<file path="src/include/ut_pkg.sv">
package ut_pkg;

   // bus geometry
   localparam int AXI_ADDR_W = 8;
   localparam int AXI_DATA_W = 32;
   localparam int AXI_STRB_W = 4;
   localparam int LANE_SHIFT = 3;

   // register offsets
   localparam logic [AXI_ADDR_W-1:0] PORT_CONTROL_OFFSET = 8'h00;
   localparam logic [AXI_ADDR_W-1:0] QUEUE_IRQ_ENABLE_OFFSET = 8'h04;
   localparam logic [1:0] WORD_ALIGN = 2'h0;

   // port_control fields
   localparam int MULTI_PHY_BIT = 14;
   localparam int RX_COUNT_LSB = 2;
   localparam int RX_COUNT_W = 4;
   localparam int RX_ENABLE_BIT = 0;

   // queue_interrupt_enable fields
   localparam int RX_QIRQ_BIT = 16;
   localparam int TX_QIRQ_BIT = 0;

   // writable bits of each register
   localparam logic [31:0] PORT_CONTROL_MASK = 32'h0000_403d;
   localparam logic [31:0] QUEUE_IRQ_ENABLE_MASK = 32'h0001_0001;

   // reset values
   localparam logic MULTI_PHY_RESET = 1'b0;
   localparam logic [RX_COUNT_W-1:0] RX_COUNT_RESET = 4'h0;
   localparam logic RX_ENABLE_RESET = 1'b0;
   localparam logic RX_QIRQ_RESET = 1'b0;
   localparam logic TX_QIRQ_RESET = 1'b0;

   // cell lengths in bytes
   localparam int CELL_LEN_W = 7;
   localparam logic [CELL_LEN_W-1:0] BASE_CELL_LEN = 7'h35;
   localparam logic [CELL_LEN_W-1:0] MAX_CELL_LEN = 7'h40;
   localparam logic [RX_COUNT_W-1:0] MAX_EXTRA_HEADER = 4'hb;

   // bus responses
   localparam logic [1:0] RESP_OKAY = 2'h0;
   localparam logic [1:0] RESP_SLVERR = 2'h2;

   typedef enum logic [0:0] {WR_COLLECT = 1'b0, WR_RESP = 1'b1} ut_wr_state_type;
   typedef enum logic [0:0] {RD_IDLE = 1'b0, RD_DATA = 1'b1} ut_rd_state_type;

   typedef struct packed {
      logic awvalid;
      logic [AXI_ADDR_W-1:0] awaddr;
      logic wvalid;
      logic [AXI_DATA_W-1:0] wdata;
      logic [AXI_STRB_W-1:0] wstrb;
      logic bready;
      logic arvalid;
      logic [AXI_ADDR_W-1:0] araddr;
      logic rready;
   } ut_axi_req_type;

   typedef struct packed {
      logic awready;
      logic wready;
      logic bvalid;
      logic [1:0] bresp;
      logic arready;
      logic rvalid;
      logic [AXI_DATA_W-1:0] rdata;
      logic [1:0] rresp;
   } ut_axi_rsp_type;

   typedef struct packed {
      ut_wr_state_type wrState;
      logic awHave;
      logic [AXI_ADDR_W-1:0] awAddr;
      logic wHave;
      logic [AXI_DATA_W-1:0] wData;
      logic [AXI_STRB_W-1:0] wStrb;
      logic [1:0] bResp;
      ut_rd_state_type rdState;
      logic [AXI_DATA_W-1:0] rData;
      logic [1:0] rResp;
      logic awReady;
      logic wReady;
      logic arReady;
      logic multiPhy;
      logic [RX_COUNT_W-1:0] rxCount;
      logic rxEnable;
      logic rxQirqEn;
      logic txQirqEn;
   } ut_regs_state_type;

   typedef struct packed {
      logic holdReset;
      logic enabled;
      logic [CELL_LEN_W-1:0] cellLength;
   } ut_rx_state_type;

   typedef struct packed {
      logic pulse;
   } ut_irq_state_type;

endpackage

</file>
<file path="src/core/ut_rx_ctl.sv">
`timescale 1ns/10ps
module ut_rx_ctl (
   // clock and reset
   input wire logic clock,
   input wire logic rst,
   // configuration
   input wire logic rxEnableBit,
   input wire logic [ut_pkg::RX_COUNT_W-1:0] rxCount,
   // receiver control
   output logic rxPortReset,
   output logic rxPortEnable,
   output logic [ut_pkg::CELL_LEN_W-1:0] rxCellLength
);

   ut_pkg::ut_rx_state_type st_reg;
   ut_pkg::ut_rx_state_type st_next;

   // expected cell length, reserved codes saturate
   function automatic logic [ut_pkg::CELL_LEN_W-1:0] cellLengthOf(
      input logic [ut_pkg::RX_COUNT_W-1:0] count);
      if (count > ut_pkg::MAX_EXTRA_HEADER) begin
         cellLengthOf = ut_pkg::MAX_CELL_LEN;
      end else begin
         cellLengthOf = ut_pkg::BASE_CELL_LEN + {3'h0, count};
      end
   endfunction

   always_comb begin
      st_next = st_reg;
      st_next.holdReset = !rxEnableBit;
      st_next.enabled = rxEnableBit;
      st_next.cellLength = cellLengthOf(rxCount);
   end

   always_ff @(posedge clock) begin
      if (rst) begin
         st_reg <= '{holdReset: 1'b1, enabled: 1'b0, cellLength: ut_pkg::BASE_CELL_LEN};
      end else begin
         st_reg <= st_next;
      end
   end

   assign rxPortReset = st_reg.holdReset;
   assign rxPortEnable = st_reg.enabled;
   assign rxCellLength = st_reg.cellLength;
endmodule

</file>
<file path="src/core/ut_irq_gate.sv">
`timescale 1ns/10ps
module ut_irq_gate (
   // clock and reset
   input wire logic clock,
   input wire logic rst,
   // queue events and enables
   input wire logic rxQueueEvent,
   input wire logic txQueueEvent,
   input wire logic rxQirqEn,
   input wire logic txQirqEn,
   // interrupt to selector
   output logic portInterrupt
);

   ut_pkg::ut_irq_state_type st_reg;
   ut_pkg::ut_irq_state_type st_next;

   always_comb begin
      st_next = st_reg;
      // high the cycle after any enabled event, one pulse when both come together
      st_next.pulse = (rxQueueEvent && rxQirqEn)
         || (txQueueEvent && txQirqEn);
   end

   always_ff @(posedge clock) begin
      if (rst) begin
         st_reg <= '{pulse: 1'b0};
      end else begin
         st_reg <= st_next;
      end
   end

   assign portInterrupt = st_reg.pulse;
endmodule

</file>
<file path="src/core/ut_regs_top.sv">
// Overview of operation
// - multi-PHY bit clear selects single-PHY both directions; set selects multi-PHY
// - extra-header count zero: receiver expects a normal 53 byte cell
// - count one to eleven adds that many header bytes, cells 54 to 64
// - receive enable clear, the reset value, holds the receiver in reset
// - receive enable set releases the receiver and lets it run
// - receive queue interrupt enable clear: receive events raise no interrupt
// - receive queue interrupt enable set: each receive event raises the interrupt
// - transmit queue interrupt enable clear: transmit events raise no interrupt
// - transmit queue interrupt enable set: each transmit event raises the interrupt
// - reserved bits read zero and writes to them change nothing
`timescale 1ns/10ps
module ut_regs_top (
   // clock and reset
   input wire logic clock,
   input wire logic rst,
   // register bus
   input wire ut_pkg::ut_axi_req_type axiReq,
   output ut_pkg::ut_axi_rsp_type axiRsp,
   // queue events
   input wire logic rxQueueEvent,
   input wire logic txQueueEvent,
   // port configuration
   output logic multiPhySelect,
   output logic [ut_pkg::RX_COUNT_W-1:0] rxExtraHeaderCount,
   output logic [ut_pkg::CELL_LEN_W-1:0] rxCellLength,
   output logic rxPortReset,
   output logic rxPortEnable,
   // interrupt
   output logic portInterrupt
);

   localparam ut_pkg::ut_regs_state_type REGS_RESET = '{
      wrState: ut_pkg::WR_COLLECT,
      awHave: 1'b0,
      awAddr: 8'h00,
      wHave: 1'b0,
      wData: 32'h0000_0000,
      wStrb: 4'h0,
      bResp: ut_pkg::RESP_OKAY,
      rdState: ut_pkg::RD_IDLE,
      rData: 32'h0000_0000,
      rResp: ut_pkg::RESP_OKAY,
      awReady: 1'b1,
      wReady: 1'b1,
      arReady: 1'b1,
      multiPhy: ut_pkg::MULTI_PHY_RESET,
      rxCount: ut_pkg::RX_COUNT_RESET,
      rxEnable: ut_pkg::RX_ENABLE_RESET,
      rxQirqEn: ut_pkg::RX_QIRQ_RESET,
      txQirqEn: ut_pkg::TX_QIRQ_RESET
   };

   ut_pkg::ut_regs_state_type st_reg;
   ut_pkg::ut_regs_state_type st_next;

   // word-aligned form of a byte address
   function automatic logic [ut_pkg::AXI_ADDR_W-1:0] wordAddr(
      input logic [ut_pkg::AXI_ADDR_W-1:0] addr);
      wordAddr = {addr[ut_pkg::AXI_ADDR_W-1:2], ut_pkg::WORD_ALIGN};
   endfunction

   // address decode shared by write and read
   function automatic logic isMapped(
      input logic [ut_pkg::AXI_ADDR_W-1:0] addr);
      isMapped = (wordAddr(addr) == ut_pkg::PORT_CONTROL_OFFSET)
         || (wordAddr(addr) == ut_pkg::QUEUE_IRQ_ENABLE_OFFSET);
   endfunction

   // byte lane that carries a bit position
   function automatic logic laneOn(
      input logic [ut_pkg::AXI_STRB_W-1:0] strb,
      input int pos);
      laneOn = strb[pos >> ut_pkg::LANE_SHIFT];
   endfunction

   // single bit update under byte strobes
   function automatic logic wrBit(
      input logic oldBit,
      input logic [ut_pkg::AXI_DATA_W-1:0] data,
      input logic [ut_pkg::AXI_STRB_W-1:0] strb,
      input int pos);
      wrBit = laneOn(strb, pos) ? data[pos] : oldBit;
   endfunction

   // read data, reserved bits zero
   function automatic logic [ut_pkg::AXI_DATA_W-1:0] readWord(
      input ut_pkg::ut_regs_state_type s,
      input logic [ut_pkg::AXI_ADDR_W-1:0] addr);
      logic [ut_pkg::AXI_DATA_W-1:0] w;
      w = 32'h0000_0000;
      case (wordAddr(addr))
         ut_pkg::PORT_CONTROL_OFFSET: begin
            w[ut_pkg::MULTI_PHY_BIT] = s.multiPhy;
            w[ut_pkg::RX_COUNT_LSB +: ut_pkg::RX_COUNT_W] = s.rxCount;
            w[ut_pkg::RX_ENABLE_BIT] = s.rxEnable;
         end
         ut_pkg::QUEUE_IRQ_ENABLE_OFFSET: begin
            w[ut_pkg::RX_QIRQ_BIT] = s.rxQirqEn;
            w[ut_pkg::TX_QIRQ_BIT] = s.txQirqEn;
         end
         default: begin
            w = 32'h0000_0000;
         end
      endcase
      readWord = w;
   endfunction

   always_comb begin
      st_next = st_reg;

      // write channel
      case (st_reg.wrState)
         ut_pkg::WR_COLLECT: begin
            if (axiReq.awvalid && st_reg.awReady) begin
               st_next.awHave = 1'b1;
               st_next.awAddr = axiReq.awaddr;
            end
            if (axiReq.wvalid && st_reg.wReady) begin
               st_next.wHave = 1'b1;
               st_next.wData = axiReq.wdata;
               st_next.wStrb = axiReq.wstrb;
            end
            if (st_reg.awHave && st_reg.wHave) begin
               st_next.awHave = 1'b0;
               st_next.wHave = 1'b0;
               st_next.wrState = ut_pkg::WR_RESP;
               st_next.bResp = isMapped(st_reg.awAddr)
                  ? ut_pkg::RESP_OKAY : ut_pkg::RESP_SLVERR;
               // only the named fields take data
               case (wordAddr(st_reg.awAddr))
                  ut_pkg::PORT_CONTROL_OFFSET: begin
                     st_next.multiPhy = wrBit(st_reg.multiPhy, st_reg.wData,
                        st_reg.wStrb, ut_pkg::MULTI_PHY_BIT);
                     if (laneOn(st_reg.wStrb, ut_pkg::RX_COUNT_LSB)) begin
                        st_next.rxCount =
                           st_reg.wData[ut_pkg::RX_COUNT_LSB +: ut_pkg::RX_COUNT_W];
                     end
                     st_next.rxEnable = wrBit(st_reg.rxEnable, st_reg.wData,
                        st_reg.wStrb, ut_pkg::RX_ENABLE_BIT);
                  end
                  ut_pkg::QUEUE_IRQ_ENABLE_OFFSET: begin
                     st_next.rxQirqEn = wrBit(st_reg.rxQirqEn, st_reg.wData,
                        st_reg.wStrb, ut_pkg::RX_QIRQ_BIT);
                     st_next.txQirqEn = wrBit(st_reg.txQirqEn, st_reg.wData,
                        st_reg.wStrb, ut_pkg::TX_QIRQ_BIT);
                  end
                  default: begin
                     st_next.multiPhy = st_reg.multiPhy;
                  end
               endcase
            end
         end
         ut_pkg::WR_RESP: begin
            if (axiReq.bready) begin
               st_next.wrState = ut_pkg::WR_COLLECT;
            end
         end
         default: begin
            st_next.wrState = ut_pkg::WR_COLLECT;
         end
      endcase
      st_next.awReady = (st_next.wrState == ut_pkg::WR_COLLECT) && !st_next.awHave;
      st_next.wReady = (st_next.wrState == ut_pkg::WR_COLLECT) && !st_next.wHave;

      // read channel
      case (st_reg.rdState)
         ut_pkg::RD_IDLE: begin
            if (axiReq.arvalid && st_reg.arReady) begin
               st_next.rdState = ut_pkg::RD_DATA;
               st_next.rData = readWord(st_reg, axiReq.araddr);
               st_next.rResp = isMapped(axiReq.araddr)
                  ? ut_pkg::RESP_OKAY : ut_pkg::RESP_SLVERR;
            end
         end
         ut_pkg::RD_DATA: begin
            if (axiReq.rready) begin
               st_next.rdState = ut_pkg::RD_IDLE;
            end
         end
         default: begin
            st_next.rdState = ut_pkg::RD_IDLE;
         end
      endcase
      st_next.arReady = (st_next.rdState == ut_pkg::RD_IDLE);
   end

   always_ff @(posedge clock) begin
      if (rst) begin
         st_reg <= REGS_RESET;
      end else begin
         st_reg <= st_next;
      end
   end

   // bus outputs
   assign axiRsp.awready = st_reg.awReady;
   assign axiRsp.wready = st_reg.wReady;
   assign axiRsp.bvalid = (st_reg.wrState == ut_pkg::WR_RESP);
   assign axiRsp.bresp = st_reg.bResp;
   assign axiRsp.arready = st_reg.arReady;
   assign axiRsp.rvalid = (st_reg.rdState == ut_pkg::RD_DATA);
   assign axiRsp.rdata = st_reg.rData;
   assign axiRsp.rresp = st_reg.rResp;

   // configuration outputs
   assign multiPhySelect = st_reg.multiPhy;
   assign rxExtraHeaderCount = st_reg.rxCount;

   // receiver reset and cell length
   ut_rx_ctl rxCtl (
      .clock(clock),
      .rst(rst),
      .rxEnableBit(st_reg.rxEnable),
      .rxCount(st_reg.rxCount),
      .rxPortReset(rxPortReset),
      .rxPortEnable(rxPortEnable),
      .rxCellLength(rxCellLength)
   );

   // queue event gating
   ut_irq_gate irqGate (
      .clock(clock),
      .rst(rst),
      .rxQueueEvent(rxQueueEvent),
      .txQueueEvent(txQueueEvent),
      .rxQirqEn(st_reg.rxQirqEn),
      .txQirqEn(st_reg.txQirqEn),
      .portInterrupt(portInterrupt)
   );

   logic ctlWrite;
   logic irqWrite;
   assign ctlWrite = (st_reg.wrState == ut_pkg::WR_COLLECT) && st_reg.awHave
      && st_reg.wHave && (wordAddr(st_reg.awAddr) == ut_pkg::PORT_CONTROL_OFFSET);
   assign irqWrite = (st_reg.wrState == ut_pkg::WR_COLLECT) && st_reg.awHave
      && st_reg.wHave && (wordAddr(st_reg.awAddr) == ut_pkg::QUEUE_IRQ_ENABLE_OFFSET);

   // per-field write and read strobes
   logic anyWrite;
   logic countWrite;
   logic enableWrite;
   logic rxQirqWrite;
   logic txQirqWrite;
   logic ctlRead;
   logic irqRead;
   assign anyWrite = (st_reg.wrState == ut_pkg::WR_COLLECT) && st_reg.awHave
      && st_reg.wHave;
   assign countWrite = ctlWrite && laneOn(st_reg.wStrb, ut_pkg::RX_COUNT_LSB);
   assign enableWrite = ctlWrite && laneOn(st_reg.wStrb, ut_pkg::RX_ENABLE_BIT);
   assign rxQirqWrite = irqWrite && laneOn(st_reg.wStrb, ut_pkg::RX_QIRQ_BIT);
   assign txQirqWrite = irqWrite && laneOn(st_reg.wStrb, ut_pkg::TX_QIRQ_BIT);
   assign ctlRead = axiReq.arvalid && axiRsp.arready
      && (wordAddr(axiReq.araddr) == ut_pkg::PORT_CONTROL_OFFSET);
   assign irqRead = axiReq.arvalid && axiRsp.arready
      && (wordAddr(axiReq.araddr) == ut_pkg::QUEUE_IRQ_ENABLE_OFFSET);
endmodule

</file>
<file path="config.mk">
export PLATFORM = sky130hd
export DESIGN_NAME = ut_regs_top
export DESIGN_NICKNAME = d
export VERILOG_FILES = /design/src/include/ut_pkg.sv /design/src/core/ut_rx_ctl.sv /design/src/core/ut_irq_gate.sv /design/src/core/ut_regs_top.sv
export SDC_FILE = /design/constraint.sdc
export NUM_CORES = 1
export LEC_CHECK = 0
export BUFFER_PORTS_ARGS = -buffer_cell sky130_fd_sc_hd__buf_4
export CORE_MARGIN = 5
export CORE_UTILIZATION = 48
export DETAILED_ROUTE_END_ITERATION = 6
export GPL_ROUTABILITY_DRIVEN = 0
export GPL_TIMING_DRIVEN = 0
export PLACE_DENSITY = 0.84
export SYNTH_ARGS = -nofsm -noshare
export SYNTH_HDL_FRONTEND = slang
export SYNTH_SLANG_ARGS = --single-unit
</file>
<file path="constraint.sdc">
create_clock -name clock -period 5.8 [get_ports clock]
set_clock_uncertainty 0.2 [all_clocks]
set_input_delay 0.58 -clock clock [delete_from_list [all_inputs] [get_ports clock]]
set_output_delay 0.58 -clock clock [all_outputs]
set_load 0.1 [all_outputs]
</file>
* After elaboration in Yosys (flattened, before gate mapping) *
Cells that the tools add are included.

storage, ports and cells
  logic and storage cells = 74
  flip-flop bits (word level) = 80
  bits of input ports = 61

operators by class
  equality and inequality tests = 2
  bitwise operators = 4
  mux-type cells = 18
  add/sub/neg operators = 1
  magnitude comparators = 1
  reductions and logical operators = 25

operators by type and width
  cell                                                 number
  2-to-1 mux 48 bit                                    1
  2-to-1 mux 37 bit                                    1
  2-to-1 mux 35 bit                                    1
  AND reduction 4 bit                                  4
  equality test 6 x 1 -> 1 bit, second input constant  2
  zero test 6 bit                                      2
  2-to-1 mux 9 bit                                     1
  logical AND 1 bit                                    8
  2-to-1 mux 2 bit                                     4
  AND reduction 2 bit                                  4
  adder 6 x 4 -> 7 bit, first input constant           1
  2-to-1 mux 7 bit                                     1
  one-hot mux 1 bit (2 select lines)                   3
  2-to-1 mux 1 bit                                     5
  > comparator 4 bit, second input constant            1
  2-to-1 mux 4 bit                                     1
  NOT 1 bit                                            4
  zero test 1 bit                                      3
  logical OR 1 bit                                     3
  OR reduction 2 bit                                   1

* Longest topological paths before layout *
  depth after elaboration = 7
  gate-level depth with buffers = 4
  depth with buffers taken out = 4

* Hierarchy *
A second synthesis with hierarchy kept.

unflattened totals
  cells, all modules = 230
  area total of the unflattened synthesis = 2,242.2 sq um

by module, submodules not included
  module       times used  seq. area each (sq um)  area each (sq um)  cells an instance
  ut_regs_top  1           800.8                   1,919.3            201
  ut_rx_ctl    1           180.2                   291.5              26
  ut_irq_gate  1           20.0                    31.3               3

* Least setup slack after synthesis *
OpenSTA, ideal clock, no wires.

  kind = flip-flop to flip-flop
  start point = register st_reg[92] in the netlist's numbering
  end point = register st_reg, in the netlist rxExtraHeaderCount[3]
  required time = 5.479 ns
  library setup time = 0.121 ns
  data arrival time = 1.604 ns
  setup slack = 3.875 ns
  period minus slack after synthesis = 1.925 ns
  cell stages (with the launch flop) = 5
  buffers on the path = 1
  path through = dfxtp_1 or4b_4 or4b_4 buf_6 mux2i_1

on the way
  cells in the longest elaborated chain, start to end = 2

RTL lines
  item                           line                source
  from (decl)                    ut_regs_top.sv:54   ut_pkg::ut_regs_state_type st_reg;
  from (signal assigned)         ut_regs_top.sv:192  st_reg <= st_next;
  zero test 6 bit                ut_regs_top.sv:131  case (wordAddr(st_reg.awAddr))
  AND reduction 4 bit (no line)  --

Every way passes these cells.
A chain may end at the register's enable or synchronous reset.

* Final worst setup path *
  start point = input port axiReq[6] in the netlist's numbering
  end point = register st_reg, in the netlist axiRsp[6]

on the way
  cells in the longest elaborated chain, start to end = 2

RTL lines
  item              line               source
  from (decl)       ut_regs_top.sv:18  input wire ut_pkg::ut_axi_req_type axiReq,
  zero test 6 bit   ut_regs_top.sv:92  case (wordAddr(addr))
  2-to-1 mux 4 bit  ut_regs_top.sv:92

Every way passes these cells.

==> reports/qor.yml <==
cts.sinks: 50
dieArea_um2: 6090
finalMaxSlewViolations: 0
synth.yosys.warnings: 0
clk_latency_ps: 300
min_period_ps: 2030
ff2ff_setup_slack_ps: 3790
worst_pin_slew_ps: 740
nets: 381
antenna_found_initial: 0
syn-cell-area_um2: 2220
drc: 0
cts_root_buf: "clkbuf_8"
start_kind: "primary input"
cp.required_ps: 5800
diodes: 0
hold_ws_ps: 267
p_leak_nw: 1.47
worstHoldEndpoint: "axiRsp[2]"
syn_to_final_growth_pct: 32.2
drtAntennaViolNets: 0
numCtsBuffers: 5
placementRows: 24
r2r-end: "st_reg[2]"
cts_setup_buffers: 0
ys.flop_type: "dfxtp_1"
rsz0062_at_grt: "no"
reg2reg_from: "axiRsp[38]"
intPower_uw: 534
hold_viol: 0
regArea_um2: 1000
fmax_mhz: 492
grt_max_degree: 15
syn_area_per_cell_um2: 9.79
cts.path.max_buffers: 2
track_usage: 0.152
core_area_um2: 4410
grt_pass1_vias: 1707
cp_max_fo: 5
multiInputGateArea_um2: 926
max-cap-violations: 0
avgRoutedWirePerCell_um: 12.3
cts_tree: "yes"
boundaryPins: 117
drt-pass1-iter-count: 4
hpwlAfterDp_um: 3610
use_met3: 0.0400
synth_edf_count: 0
r2r_cells: 4
initial_core_util: 0.504
post-route-period-util: 0.351
postPlaceCellArea_um2: 2830
yosysTopAreaCellShare: 0.450
fin_util: 0.666
slew_headroom: 0.506
setup_viol_count_final: 0
clk_pin_slew_ps: 90
vdd_drop_max_mv: 0.133
numPortBuffers: 59
avgViaCountPerCell: 4.56
drive_above_1_share: 0.375
grt_first_pass_wirelength_um: 7690
hold_path_startpoint: "axiRsp[2]"
yosys.cell_count.top_type: "dfxtp_1"
ys_seq_elements: 50
hp-class: "flip-flop to flip-flop"
synth.area.top_cells: "dfxtp_1, buf_4, mux2i_1"
vias: 1696
p_comb_frac: 0.250
drt_iter0_markers: 64
synth_cells: 227
end_kind: "flip-flop"
p_per_area_nw_per_um2: 268
setup_tns_ps: 0
yosysSeqAreaShare: 0.450
cp.arrival_ps: 2030
hold_buffers: 0
use_met2: 0.262
dieWidth_um: 78.1
yosysTopAreaCell: "dfxtp_1"
synth_common_cells: "dfxtp_1, buf_4, mux2i_1"
switchingPower_uw: 253
cts_resized: 0
cts_max_level: 2
p_seq_frac: 0.465
largest_reg_flops: 21
chipHeight_um: 78.1
grt.met1_usage: 0.181
nFillCells: 383
clockPowerShare: 0.286
top_usage_layer: "met2"
ys_types: 31
status: "completed"
p_sw_frac: 0.321
routed_wirelength_um: 4580
hold_depth: 2
overflow: 0
power.total_uw: 787
synthArstFlopShare: 0
critPathKind: "primary input to flip-flop"
stdcell_area_um2: 2940
==> cell usage in the layout, fill, tap and decap left out, drive strengths merged <==
cell | netlist | routed
buf | 46 | 105
dfxtp | 50 | 50
conb | 1 | 27
mux2i | 24 | 24
nor2 | 22 | 22
nand2b | 17 | 17
clkbuf | 7 | 15
nand3b | 9 | 9
inv | 5 | 5
nand2 | 5 | 5
nor3 | 5 | 5
a21oi | 5 | 5
o31ai | 5 | 5
a21o | 3 | 3
or4b | 3 | 3
or2 | 3 | 3
and3b | 2 | 2
nor2b | 2 | 2
nand4b | 2 | 2
o22ai | 1 | 1
nor4b | 1 | 1
xor2 | 1 | 1
a22oi | 1 | 1
nor4 | 1 | 1
and2 | 1 | 1
nor3b | 1 | 1
a211oi | 1 | 1
or3b | 1 | 1
mux2 | 1 | 1
ha | 1 | 1
==> cells by family (layout without fill, tap and decap cells) <==
logic type      count (synthesis)  count (layout)  synth area share
xor+xnor                        1               1           0.00394
compound gates                 16              16            0.0478
simple gates                   75              75             0.200
fa+ha+maj                       1               1           0.00563
other cells                     1              27           0.00169
flops                          50              50             0.450
mux                            25              25             0.113
buf+inv                        58             125             0.177
==> through the flow <==
| stage | setup WS (ps) | cells |
|---|---|---|
| 6_report | 3770 | 372 |
| 5_1_grt | 3660 | 372 |
| 4_1_cts | 3750 | 372 |
| 3_5_place_dp | 3540 | 364 |
| 3_3_place_gp | 3610 | 364 |
| 2_1_floorplan | 3880 | 253 |
==> critical path, cell delays in order <==
cell and delay, ps:
buf_4 110, nor4_1 560, or3b_1 500, o31ai_1 280
==> routing by layer <==
layer | vias to the layer above | routed length [µm]
met3 | 8 | 340
met1 | 747 | 1890
met5 | - | 0
met2 | 66 | 2240
met4 | 0 | 103
li1 | 875 | -
==> worst max-delay path by stage <==
stage               start                    end  cells after the start
2_1_floorplan  st_reg[92]  rxExtraHeaderCount[3]                      4
3_3_place_gp    axiReq[6]              axiRsp[7]                      4
3_5_place_dp    axiReq[6]              axiRsp[5]                      4
4_1_cts         axiReq[6]              axiRsp[6]                      4
5_1_grt         axiReq[6]              axiRsp[6]                      4
6_report        axiReq[6]              axiRsp[6]                      4
==> power groups by stage <==
stage                     Sequential, mW  Clock, mW  Combinational, mW
after floorplan                    0.371          0              0.165
after global placement             0.373          0              0.194
after detailed placement           0.374          0              0.196
after CTS                          0.366      0.232              0.196
after global routing               0.367      0.246              0.208
final                              0.366      0.225              0.197
==> area by class of cell <==
class,instances,area share
repair buffers,59,0.151
clock buffers,8,0.0375
flip-flops and latches,50,0.341
well taps,52,0.0221
inverters,5,0.00639
multi-input cells,145,0.315
plain buffers,53,0.128
Power figures use the tool's default switching activity.
